**config.mk**
```make
export PLATFORM = sky130hd
export DESIGN_NAME = lstff_top
export DESIGN_NICKNAME = d
export VERILOG_FILES = /design/src/core/lstff_pkg.sv /design/src/core/lstff_top.sv
export SDC_FILE = /design/constraint.sdc
export NUM_CORES = 1
export LEC_CHECK = 0
export BUFFER_PORTS_ARGS = -buffer_cell sky130_fd_sc_hd__buf_4
export CORE_ASPECT_RATIO = 1.25
export CORE_UTILIZATION = 45
export CTS_CLUSTER_DIAMETER = 40
export DETAILED_ROUTE_END_ITERATION = 8
export PLACE_DENSITY = 0.58
export SYNTH_ARGS = -nofsm -noshare
export SYNTH_HDL_FRONTEND = slang
export SYNTH_SLANG_ARGS = --single-unit
```
**constraint.sdc**
```tcl
create_clock -name sys_clk -period 20.8 [get_ports sys_clk]
set_input_delay 2.08 -clock sys_clk [delete_from_list [all_inputs] [get_ports sys_clk]]
set_output_delay 2.08 -clock sys_clk [all_outputs]
set_load 0.03 [all_outputs]
```
**src/core/lstff_pkg.sv**
```systemverilog
`default_nettype none
package lstff_pkg;
  // ---------------------------------------------------------------
  // register offsets
  // ---------------------------------------------------------------
  localparam logic [7:0] REG_INFO     = 8'h0e;
  localparam logic [7:0] REG_ERR0     = 8'h11;
  localparam logic [7:0] REG_ERR1     = 8'h12;
  localparam logic [7:0] REG_MASK     = 8'h13;
  localparam logic [7:0] REG_SELFTEST = 8'h87;
  localparam logic [7:0] REG_PINMODE  = 8'h9e;
  // ---------------------------------------------------------------
  // field positions
  // ---------------------------------------------------------------
  localparam int BIT_START  = 0;
  localparam int BIT_DONE   = 1;
  localparam int BIT_PASS   = 2;
  localparam int BIT_MANCH  = 15;
  localparam int INFO_ANGLE = 0;
  localparam int INFO_TURN  = 1;
  localparam int INFO_COUNT = 2;
  localparam int INFO_ENC   = 3;
  localparam int INFO_EDGE  = 4;
  localparam int INFO_SLEEP = 6;
  localparam int MASK_ENC   = 16;
  localparam int MASK_EDGE  = 17;
  // ---------------------------------------------------------------
  // serial frame layout
  // ---------------------------------------------------------------
  localparam int FRAME_BITS = 32;
  localparam int FRAME_WR   = 31;
  localparam int ADDR_LSB   = 23;
  localparam int DATA_W     = 23;
  localparam int RSP_DATA_W = 22;
  // ---------------------------------------------------------------
  // widths and reset values
  // ---------------------------------------------------------------
  localparam int ERR_W  = 16;
  localparam int MASK_W = 18;
  localparam int SIG_W  = 31;
  localparam int SCAN_CHAINS = 31;
  localparam int CHAIN_LEN_DEF = 8;
  localparam logic [MASK_W-1:0] MASK_RST  = 18'h00000;
  localparam logic [SIG_W-1:0]  LFSR_SEED = 31'h00000001;
  localparam logic [SIG_W-1:0]  SIGNATURE_COMPACTOR_SEED = 31'h00000000;
  // ---------------------------------------------------------------
  // timing
  // ---------------------------------------------------------------
  localparam int SYS_CLK_HZ      = 20_000_000;
  localparam int SELFTEST_MS     = 105;
  localparam int SELFTEST_CYCLES = SELFTEST_MS * (SYS_CLK_HZ / 1000);
  localparam int POST_RST_CYCLES = 16;
  typedef enum logic [1:0] {ST_IDLE, ST_RUN, ST_POSTRST} lstff_state_t;
endpackage
`default_nettype wire

```
**src/core/lstff_top.sv**
```systemverilog
`timescale 1ns/1ns
`default_nettype none
module lstff_top
  import lstff_pkg::*;
#(
  parameter int SELFTEST_CYC = SELFTEST_CYCLES,
  parameter int CHAIN_LEN    = CHAIN_LEN_DEF
)(
  input  wire logic             sys_clk,
  input  wire logic             rst,
  input  wire logic             spi_sclk,
  input  wire logic             spi_cs_n,
  input  wire logic             spi_mosi,
  output logic                  spi_miso,
  output logic                  spi_miso_oe,
  input  wire logic [ERR_W-1:0] err_cond,
  input  wire logic             angle_valid_flag,
  input  wire logic             turn_direction_flag,
  input  wire logic             encoder_countup_done,
  input  wire logic             encoder_integrity_fault,
  input  wire logic             edge_rate_warning,
  input  wire logic             sleep_exit,
  input  wire logic             access_code_hit,
  input  wire logic             scan_fault_inject,
  input  wire logic             pwm_level,
  input  wire logic             manch_tx_data,
  input  wire logic             manch_tx_oe,
  input  wire logic             pwm_pin_in,
  output logic                  pwm_pin_out,
  output logic                  pwm_pin_oe,
  output logic                  manch_rx,
  output logic                  pin_serial_mode_enable,
  output logic                  normal_op_hold,
  output logic                  full_rst_req,
  output logic                  frame_fault_summary_a,
  output logic                  frame_fault_summary_b
);
  if (CHAIN_LEN < 2 || SELFTEST_CYC <= CHAIN_LEN)
    $error("lstff_top: chain length or test length out of range");

  // ---------------------------------------------------------------
  // pin synchronisers
  // ---------------------------------------------------------------
  logic [2:0] sclk_s;
  logic [2:0] cs_s;
  logic [1:0] mosi_s;
  logic [1:0] pin_s;
  always_ff @(posedge sys_clk or posedge rst)
  begin
    if (rst)
    begin
      sclk_s <= 3'h0;
      cs_s   <= 3'h7;
      mosi_s <= 2'h0;
      pin_s  <= 2'h0;
    end
    else
    begin
      sclk_s <= {sclk_s[1:0], spi_sclk};
      cs_s   <= {cs_s[1:0], spi_cs_n};
      mosi_s <= {mosi_s[0], spi_mosi};
      pin_s  <= {pin_s[0], pwm_pin_in};
    end
  end
  wire sclk_rise = sclk_s[1] & ~sclk_s[2];
  wire sclk_fall = ~sclk_s[1] & sclk_s[2];
  wire cs_fall   = ~cs_s[1] & cs_s[2];
  wire cs_rise   = cs_s[1] & ~cs_s[2];
  wire cs_act    = ~cs_s[1];

  // ---------------------------------------------------------------
  // self-test sequencer
  // ---------------------------------------------------------------
  lstff_state_t state;
  lstff_state_t next_state;
  logic [31:0]  cnt;
  logic         start_req;
  logic         done;
  logic         pass;
  logic [SIG_W-1:0] lfsr;
  logic [SIG_W-1:0] signature_compactor_a;
  logic [SIG_W-1:0] signature_compactor_b;
  wire busy     = (state != ST_IDLE);
  wire run      = (state == ST_RUN);
  wire post     = (state == ST_POSTRST);
  wire run_last = run && (cnt == 32'(SELFTEST_CYC - 1));
  wire post_end = post && (cnt == 32'(POST_RST_CYCLES - 1));
  wire sig_match = (signature_compactor_a == signature_compactor_b);
  always_comb
  begin
    next_state = state;
    unique case (state)
      ST_IDLE:    if (start_req) next_state = ST_RUN;
      ST_RUN:     if (run_last) next_state = ST_POSTRST;
      ST_POSTRST: if (post_end) next_state = ST_IDLE;
    endcase
  end

  // ---------------------------------------------------------------
  // serial frame engine
  // ---------------------------------------------------------------
  logic [5:0]            bit_cnt;
  logic [FRAME_BITS-1:0] rx_sh;
  logic [FRAME_BITS-1:0] tx_sh;
  logic [7:0]            rsp_addr;
  logic [DATA_W-1:0]     rsp_data;
  wire frame_done = cs_rise && !busy && (bit_cnt == 6'(FRAME_BITS));
  wire [7:0] f_addr = rx_sh[FRAME_WR-1:ADDR_LSB];
  wire [DATA_W-1:0] f_data = rx_sh[DATA_W-1:0];
  wire f_wr     = rx_sh[FRAME_WR];
  wire rd_frame = frame_done && !f_wr;
  wire wr_frame = frame_done && f_wr;
  wire rd_info  = rd_frame && (f_addr == REG_INFO);
  wire rd_err0  = rd_frame && (f_addr == REG_ERR0);
  wire rd_err1  = rd_frame && (f_addr == REG_ERR1);
  wire wr_mask  = wr_frame && (f_addr == REG_MASK);
  wire wr_pin   = wr_frame && (f_addr == REG_PINMODE);
  wire wr_start = wr_frame && (f_addr == REG_SELFTEST)
                  && f_data[BIT_START];
  always_ff @(posedge sys_clk or posedge rst)
  begin
    if (rst)
    begin
      bit_cnt     <= 6'h00;
      rx_sh       <= 32'h00000000;
      tx_sh       <= 32'h00000000;
      spi_miso    <= 1'b0;
      spi_miso_oe <= 1'b0;
    end
    else if (busy || !cs_act)
    begin
      bit_cnt     <= 6'h00;
      spi_miso_oe <= 1'b0;
      spi_miso    <= 1'b0;
    end
    else
    begin
      spi_miso_oe <= 1'b1;
      if (cs_fall)
      begin
        tx_sh    <= {frame_fault_summary_a, frame_fault_summary_b,
                     rsp_addr, rsp_data[RSP_DATA_W-1:0]};
        spi_miso <= frame_fault_summary_a;
      end
      else if (sclk_fall)
      begin
        tx_sh    <= {tx_sh[FRAME_BITS-2:0], 1'b0};
        spi_miso <= tx_sh[FRAME_BITS-2];
      end
      if (sclk_rise)
      begin
        rx_sh <= {rx_sh[FRAME_BITS-2:0], mosi_s[1]};
        if (bit_cnt != 6'h3f)
          bit_cnt <= bit_cnt + 6'h01;
      end
    end
  end

  // ---------------------------------------------------------------
  // flags and summaries
  // ---------------------------------------------------------------
  logic [ERR_W-1:0]  err0;
  logic [ERR_W-1:0]  err1;
  logic [MASK_W-1:0] mask;
  logic              sleep_flag;
  wire [6:0] info = {sleep_flag, 1'b0, edge_rate_warning,
                     encoder_integrity_fault, encoder_countup_done,
                     turn_direction_flag, angle_valid_flag};
  wire cond_a = |(err0 & ~mask[ERR_W-1:0]);
  wire enc_b  = (encoder_integrity_fault & ~mask[MASK_ENC])
              | (edge_rate_warning & ~mask[MASK_EDGE]);
  wire cond_b = |(err1 & ~mask[ERR_W-1:0]) | enc_b;
  wire force_sum = sleep_exit || post;
  wire [DATA_W-1:0] rd_mux =
      (f_addr == REG_INFO)     ? DATA_W'(info) :
      (f_addr == REG_ERR0)     ? DATA_W'(err0) :
      (f_addr == REG_ERR1)     ? DATA_W'(err1) :
      (f_addr == REG_MASK)     ? DATA_W'(mask) :
      (f_addr == REG_SELFTEST) ? DATA_W'({pass, done, start_req}) :
      (f_addr == REG_PINMODE)  ? DATA_W'({pin_serial_mode_enable,
                                          15'h0000}) :
                                 23'h000000;
  always_ff @(posedge sys_clk or posedge rst)
  begin
    if (rst)
    begin
      err0       <= '0;
      err1       <= '0;
      mask       <= MASK_RST;
      sleep_flag <= 1'b0;
      rsp_addr   <= 8'h00;
      rsp_data   <= 23'h000000;
      frame_fault_summary_a <= 1'b1;
      frame_fault_summary_b <= 1'b1;
    end
    else
    begin
      err0 <= err_cond | (err0 & ~{ERR_W{rd_err0 | post}});
      err1 <= err_cond | (err1 & ~{ERR_W{rd_err1 | post}});
      sleep_flag <= sleep_exit | (sleep_flag & ~(rd_info | post));
      if (post)
        mask <= MASK_RST;
      else if (wr_mask)
        mask <= f_data[MASK_W-1:0];
      if (frame_done)
      begin
        rsp_addr <= f_addr;
        rsp_data <= rd_mux;
      end
      frame_fault_summary_a <= force_sum | cond_a
                               | (frame_fault_summary_a & ~rd_frame);
      frame_fault_summary_b <= force_sum | cond_b
                               | (frame_fault_summary_b & ~rd_frame);
    end
  end

  // ---------------------------------------------------------------
  // pin mode control
  // ---------------------------------------------------------------
  always_ff @(posedge sys_clk or posedge rst)
  begin
    if (rst)
    begin
      pin_serial_mode_enable <= 1'b0;
      pwm_pin_out <= 1'b0;
      pwm_pin_oe  <= 1'b0;
      manch_rx    <= 1'b0;
    end
    else
    begin
      if (access_code_hit)
        pin_serial_mode_enable <= 1'b1;
      else if (post)
        pin_serial_mode_enable <= 1'b0;
      else if (wr_pin)
        pin_serial_mode_enable <= f_data[BIT_MANCH];
      pwm_pin_out <= pin_serial_mode_enable ? manch_tx_data
                                            : pwm_level;
      pwm_pin_oe  <= pin_serial_mode_enable ? manch_tx_oe : 1'b1;
      manch_rx    <= pin_serial_mode_enable & pin_s[1];
    end
  end

  // ---------------------------------------------------------------
  // pattern source, scan chains and compactors
  // ---------------------------------------------------------------
  logic [CHAIN_LEN-1:0] chain_a [SCAN_CHAINS];
  logic [CHAIN_LEN-1:0] chain_b [SCAN_CHAINS];
  logic [SIG_W-1:0]     out_a;
  logic [SIG_W-1:0]     out_b;
  for (genvar g = 0; g < SCAN_CHAINS; g++)
  begin : g_chain
    wire in_a = lfsr[g] ^ ((g == 0) & scan_fault_inject);
    always_ff @(posedge sys_clk or posedge rst)
    begin
      if (rst)
      begin
        chain_a[g] <= '0;
        chain_b[g] <= '0;
      end
      else if (run)
      begin
        chain_a[g] <= {chain_a[g][CHAIN_LEN-2:0], in_a};
        chain_b[g] <= {chain_b[g][CHAIN_LEN-2:0], lfsr[g]};
      end
    end
    assign out_a[g] = chain_a[g][CHAIN_LEN-1];
    assign out_b[g] = chain_b[g][CHAIN_LEN-1];
  end
  wire [SIG_W-1:0] next_lfsr = {lfsr[29:0], lfsr[30] ^ lfsr[27]};
  wire [SIG_W-1:0] next_signature_compactor_a =
      {signature_compactor_a[29:0], signature_compactor_a[30] ^ signature_compactor_a[27]} ^ out_a;
  wire [SIG_W-1:0] next_signature_compactor_b =
      {signature_compactor_b[29:0], signature_compactor_b[30] ^ signature_compactor_b[27]} ^ out_b;
  always_ff @(posedge sys_clk or posedge rst)
  begin
    if (rst)
    begin
      state <= ST_IDLE;
      cnt   <= 32'h00000000;
      lfsr  <= LFSR_SEED;
      signature_compactor_a <= SIGNATURE_COMPACTOR_SEED;
      signature_compactor_b <= SIGNATURE_COMPACTOR_SEED;
      start_req <= 1'b0;
      done  <= 1'b0;
      pass  <= 1'b0;
      normal_op_hold <= 1'b0;
      full_rst_req   <= 1'b0;
    end
    else
    begin
      state <= next_state;
      cnt   <= (next_state != state) ? 32'h00000000 : cnt + 32'h1;
      normal_op_hold <= (next_state != ST_IDLE);
      full_rst_req   <= (next_state == ST_POSTRST);
      if (start_req && !busy)
        start_req <= 1'b0;
      else if (wr_start)
        start_req <= 1'b1;
      if (start_req && !busy)
      begin
        lfsr   <= LFSR_SEED;
        signature_compactor_a <= SIGNATURE_COMPACTOR_SEED;
        signature_compactor_b <= SIGNATURE_COMPACTOR_SEED;
        done   <= 1'b0;
        pass   <= 1'b0;
      end
      else if (run)
      begin
        lfsr   <= next_lfsr;
        signature_compactor_a <= next_signature_compactor_a;
        signature_compactor_b <= next_signature_compactor_b;
        if (run_last)
        begin
          done <= 1'b1;
          pass <= sig_match;
        end
      end
    end
  end

  // ---------------------------------------------------------------
  // assertions
  // ---------------------------------------------------------------
  a_start_clears: assert property (@(posedge sys_clk) disable iff (rst)
    start_req && !busy |=> !start_req && run)
    else $error("start bit did not self clear into run");
  a_run_holds: assert property (@(posedge sys_clk) disable iff (rst)
    run && !run_last |=> run && normal_op_hold)
    else $error("test ended early");
  a_done_low_run: assert property (@(posedge sys_clk) disable iff (rst)
    run |-> !done)
    else $error("done high during test");
  a_pass_match: assert property (@(posedge sys_clk) disable iff (rst)
    run_last |=> done && (pass == $past(sig_match)))
    else $error("pass bit does not match signature");
  a_lfsr_live: assert property (@(posedge sys_clk) disable iff (rst)
    run |-> (lfsr != '0) && (next_lfsr != lfsr))
    else $error("pattern source stuck");
  a_post_reset: assert property (@(posedge sys_clk) disable iff (rst)
    run_last |=> full_rst_req [*8] ##[1:16] !full_rst_req && done)
    else $error("post test reset wrong");
  a_pin_manch: assert property (@(posedge sys_clk) disable iff (rst)
    pin_serial_mode_enable |=> pwm_pin_out == $past(manch_tx_data))
    else $error("pin not in serial mode");
  a_err_latch: assert property (@(posedge sys_clk) disable iff (rst)
    !rd_err0 && !post |=> (err0 & $past(err0)) == $past(err0))
    else $error("error flag lost without read");
  a_sum_force: assert property (@(posedge sys_clk) disable iff (rst)
    sleep_exit |=> frame_fault_summary_a && frame_fault_summary_b)
    else $error("summaries not forced");
  a_sum_set: assert property (@(posedge sys_clk) disable iff (rst)
    cond_a |=> frame_fault_summary_a)
    else $error("summary a missed a flag");
  a_busy_quiet: assert property (@(posedge sys_clk) disable iff (rst)
    busy && $past(busy) |-> !spi_miso_oe && !frame_done)
    else $error("serial active during test");
  c_test_start: cover property (@(posedge sys_clk) disable iff (rst)
    start_req ##1 run);
  c_test_pass: cover property (@(posedge sys_clk) disable iff (rst)
    run_last ##1 pass);
  c_read_frame: cover property (@(posedge sys_clk) disable iff (rst)
    rd_err0);
  c_pin_mode: cover property (@(posedge sys_clk) disable iff (rst)
    $rose(pin_serial_mode_enable));
endmodule
`default_nettype wire

```
==> results.ini <==
[status]
status=complete, no violations

[power]
total_leakage_power_nw=11.9
p_sw_share_pct=21.5
switching_power_w=0.000528
clkPwrFrac_pct=53.3
seqPwrFrac_pct=44.7
combPwrFrac_pct=2.1
powerDensity_nw_per_um2=93.0
ir_drop_mv=0.0676
internal_power_w=0.00193

[detailed_routing]
routed_via_density=5.28
wl_um=42600
wire_per_inst_um=16.4
drt_iter0_drc=859
vias=13700
dr.pass1.iters=5
drc=0
postRouteAntennaNets=0

[logic_synthesis]
seq_area_frac_synth_pct=60.2
yosys-top-cells-area=dfrtp_1, mux2_2, xnor2_1, nand2_1, a211oi_1
synth_nets=1887
yosysUniqueCellTypes=59
netlist.area_leader.share_pct=59.5
syn_area_um2=23000
yosysWarningCount=0
syn_inst=1848
yosys.area.top_type=dfrtp_1
synthFlopType=dfrtp_1
synth.avg_cell_area_um2=12.4
async_flop_share_pct=100
synth_seq_cells=552
synth_edf_count=0

[sta]
layout_min_cycle_time_ns=4.65
rsz0062_at_grt=no
tns_ns=0
finalCritPeriodShare_pct=22.4
hold_viol=0
whs_ns=0.356
maxSlewHeadroom_pct=27.9
fmax_ghz=0.215
finalSetupViolCount=0
clock_skew_ns=0.0154
slew_viol_final=0
tightest_slew_ns=1.08

[setup_path]
critPathKind=primary input to async pin
slowest_delay_ns=0.74
cpMostUsedCell=buf_4
cp_cell_sequence=buf_4 > inv_8 > buf_4 > buf_4 > buf_4
crit_path_start_kind=primary input
critical_path.endpoint_type=async pin
critical_path_arrival_ns=5.27
cp.required_ns=21.42
cp_max_fo=148
slowest_stage=buf_4

[floorplanning]
dieHeight_um=255
initial_core_util_pct=45.6
core_um2=50400
dieArea_um2=52000
floorplan.io_pins=43
die_w_um=204
rows=92

[finish]
ff_latch_area_um2=13800
drive_gt1_share_pct=24.7
num-fill-cells=4340
nets=1916
multi_input_area_um2=8490
synthToLayoutAreaGrowth_pct=15.1
diodes=0

[run]
drv_cap=0

[clock_network]
post_cts_buffers=0
clockBufferDepth=3
cts_resized=0
cts_buffers=72
cts_tree=yes
clk_latency_ns=0.59
cts_hold_buffers=0
ctsRootBufferMaster=clkbuf_16
h-tree-depth=3
clock_sinks=552
path_clk_slew_ns=0.06

[placement]
place_congestion=0.823
numPortBuffers=42
dp_hpwl_um=26200

[grt]
grt_util_met2_pct=28.6
antenna_found_initial=0
track_usage_pct=17.2
grt_busiest_layer=met2
grtUsageMet1_pct=22.2
grt_overflow_total=0
grt_max_degree=226
grt_pass1_vias=14200
use_met3_pct=2.84
grt_first_pass_wirelength_um=72300

[min_path]
hold_path_class=flop to flop

==> layer usage <==
layer / part of all wire (%) / wire length (µm)
met1: 45 / 19200
met5: 0 / 0
met3: 3.2 / 1370
met2: 49 / 20900
met4: 2.5 / 1080
==> power groups by stage <==
stage,clock (W),combinational [W],sequential [W]
4_1_cts,0.00135,0.0000536,0.00110
2_1_floorplan,0,0.0000346,0.00112
3_5_place_dp,0,0.0000533,0.00112
6_report,0.00131,0.0000509,0.00110
5_1_grt,0.00139,0.0000592,0.00110
3_3_place_gp,0,0.0000518,0.00112
==> synth_stat cells (2+ instances only) <==
cell       instances
xnor2_1          121
a221oi_1           5
and4_1             9
and2_1             3
a211oi_1          64
o22ai_1            3
nor3_1            14
and3_1             4
nand3_1           19
a2111oi_0          4
inv_1             61
o2bb2ai_1          2
a21oi_1           41
a31oi_1            2
nor2_1            97
nand4_1           21
ha_1               6
a222oi_1           2
mux2_2           266
a21o_1            32
nor4b_1            2
dfstp_2            6
a22oi_1           14
nor4_1            37
a22o_1            20
buf_1              7
nor3b_1            3
nand2_1          129
mux2i_1           34
or4_1              6
or3_1              3
o21bai_1           2
buf_2             12
nor2b_1            9
xor2_1             9
clkbuf_1          83
nand2b_1          41
buf_6              4
o21ai_0           86
dfrtp_1          546
==> worst paths after layout <==
check,from,end,slack (ns),cells after the start
min in group asynchronous,rst,cnt[13],1.70,2
setup reg to reg,state[1],chain_a[99],17.36,5
setup / recovery,rst,chain_a[94],16.15,5
hold reg to reg,mosi_s[0],mosi_s[1],0.36,0
hold / removal,mosi_s[0],mosi_s[1],0.36,0
max in group sys_clk,state[1],chain_a[99],17.36,5
==> state kept, by name, summed over array words and instances, names as in the netlist, 2 cells and up <==
signal,flops
bit_cnt,6
chain_a,248
chain_b,8
cnt,32
cs_s,3
err0,16
err1,16
lfsr,31
mask,18
mosi_s,2
pin_s,2
rsp_addr,8
rsp_data,18
rx_sh,32
sclk_s,3
signature_compactor_a,31
signature_compactor_b,31
state,2
tx_sh,31
==> logic make-up (layout without fill, tap and decap cells) <==
family,after synthesis,after routing,synth area share (%)
compound gates,288,288,8.38
xor+xnor,130,130,4.96
fa+ha+maj,6,6,0.327
buf+inv,168,257,2.99
flops,552,552,60.2
mux,300,300,14.5
simple gates,404,404,8.68
==> worst max-delay path: cells and delay by family <==
kind / cells / cell delay, ns
buf+inv: 5 / 2.97
==> cells in the final DEF (no fill, tap or decap), types with 4 or more instances in the layout <==
cell type / netlist / routed
clkbuf_16: 0 / 77
a21oi_1: 41 / 41
inv_1: 61 / 60
clkinvlp_4: 0 / 8
a22o_1: 20 / 20
a21o_1: 32 / 32
clkinv_2: 0 / 10
dfrtp_1: 546 / 546
and3_1: 4 / 4
clkinv_4: 0 / 4
nand4_1: 21 / 21
dfstp_2: 6 / 6
nor3_1: 14 / 14
bufinv_16: 0 / 9
nand2_1: 129 / 129
or4_1: 6 / 6
buf_4: 0 / 61
nor4_1: 37 / 37
inv_6: 0 / 12
a211oi_1: 64 / 63
o21ai_0: 86 / 86
xor2_1: 9 / 9
nand2b_1: 41 / 41
nor2_1: 97 / 96
ha_1: 6 / 5
mux2i_1: 34 / 34
mux2_2: 266 / 266
a221oi_1: 5 / 5
xnor2_1: 121 / 121
clkbuf_8: 0 / 8
clkbuf_1: 83 / 4
a22oi_1: 14 / 14
nor2b_1: 9 / 9
and4_1: 9 / 9
a2111oi_0: 4 / 4
nand3_1: 19 / 19
==> metrics by stage <==
step | power, W | instances | utilization [%] | cell area (µm²) | setup WS [ns]
2_1_floorplan | 0.00115 | 1848 | - | 23000 | 3.30
3_3_place_gp | 0.00117 | 2461 | 47.3 | 23800 | 15.43
3_5_place_dp | 0.00117 | 2461 | 47.3 | 23800 | 15.39
4_1_cts | 0.00250 | 2595 | 52.4 | 26400 | 16.03
5_1_grt | 0.00255 | 2595 | 52.4 | 26400 | 15.56
6_report | 0.00246 | 2595 | 52.4 | 26400 | 16.15
==> layout make-up <==
class | count | area share, %
Sequential cell | 552 | 52.3
Clock buffer | 89 | 7.76
Inverter | 61 | 0.894
Multi-Input combinational cell | 1128 | 32.1
Timing Repair Buffer | 62 | 1.81
Clock inverter | 45 | 2.05
Tap cell | 658 | 3.11
(Power assumes the default switching activity.)
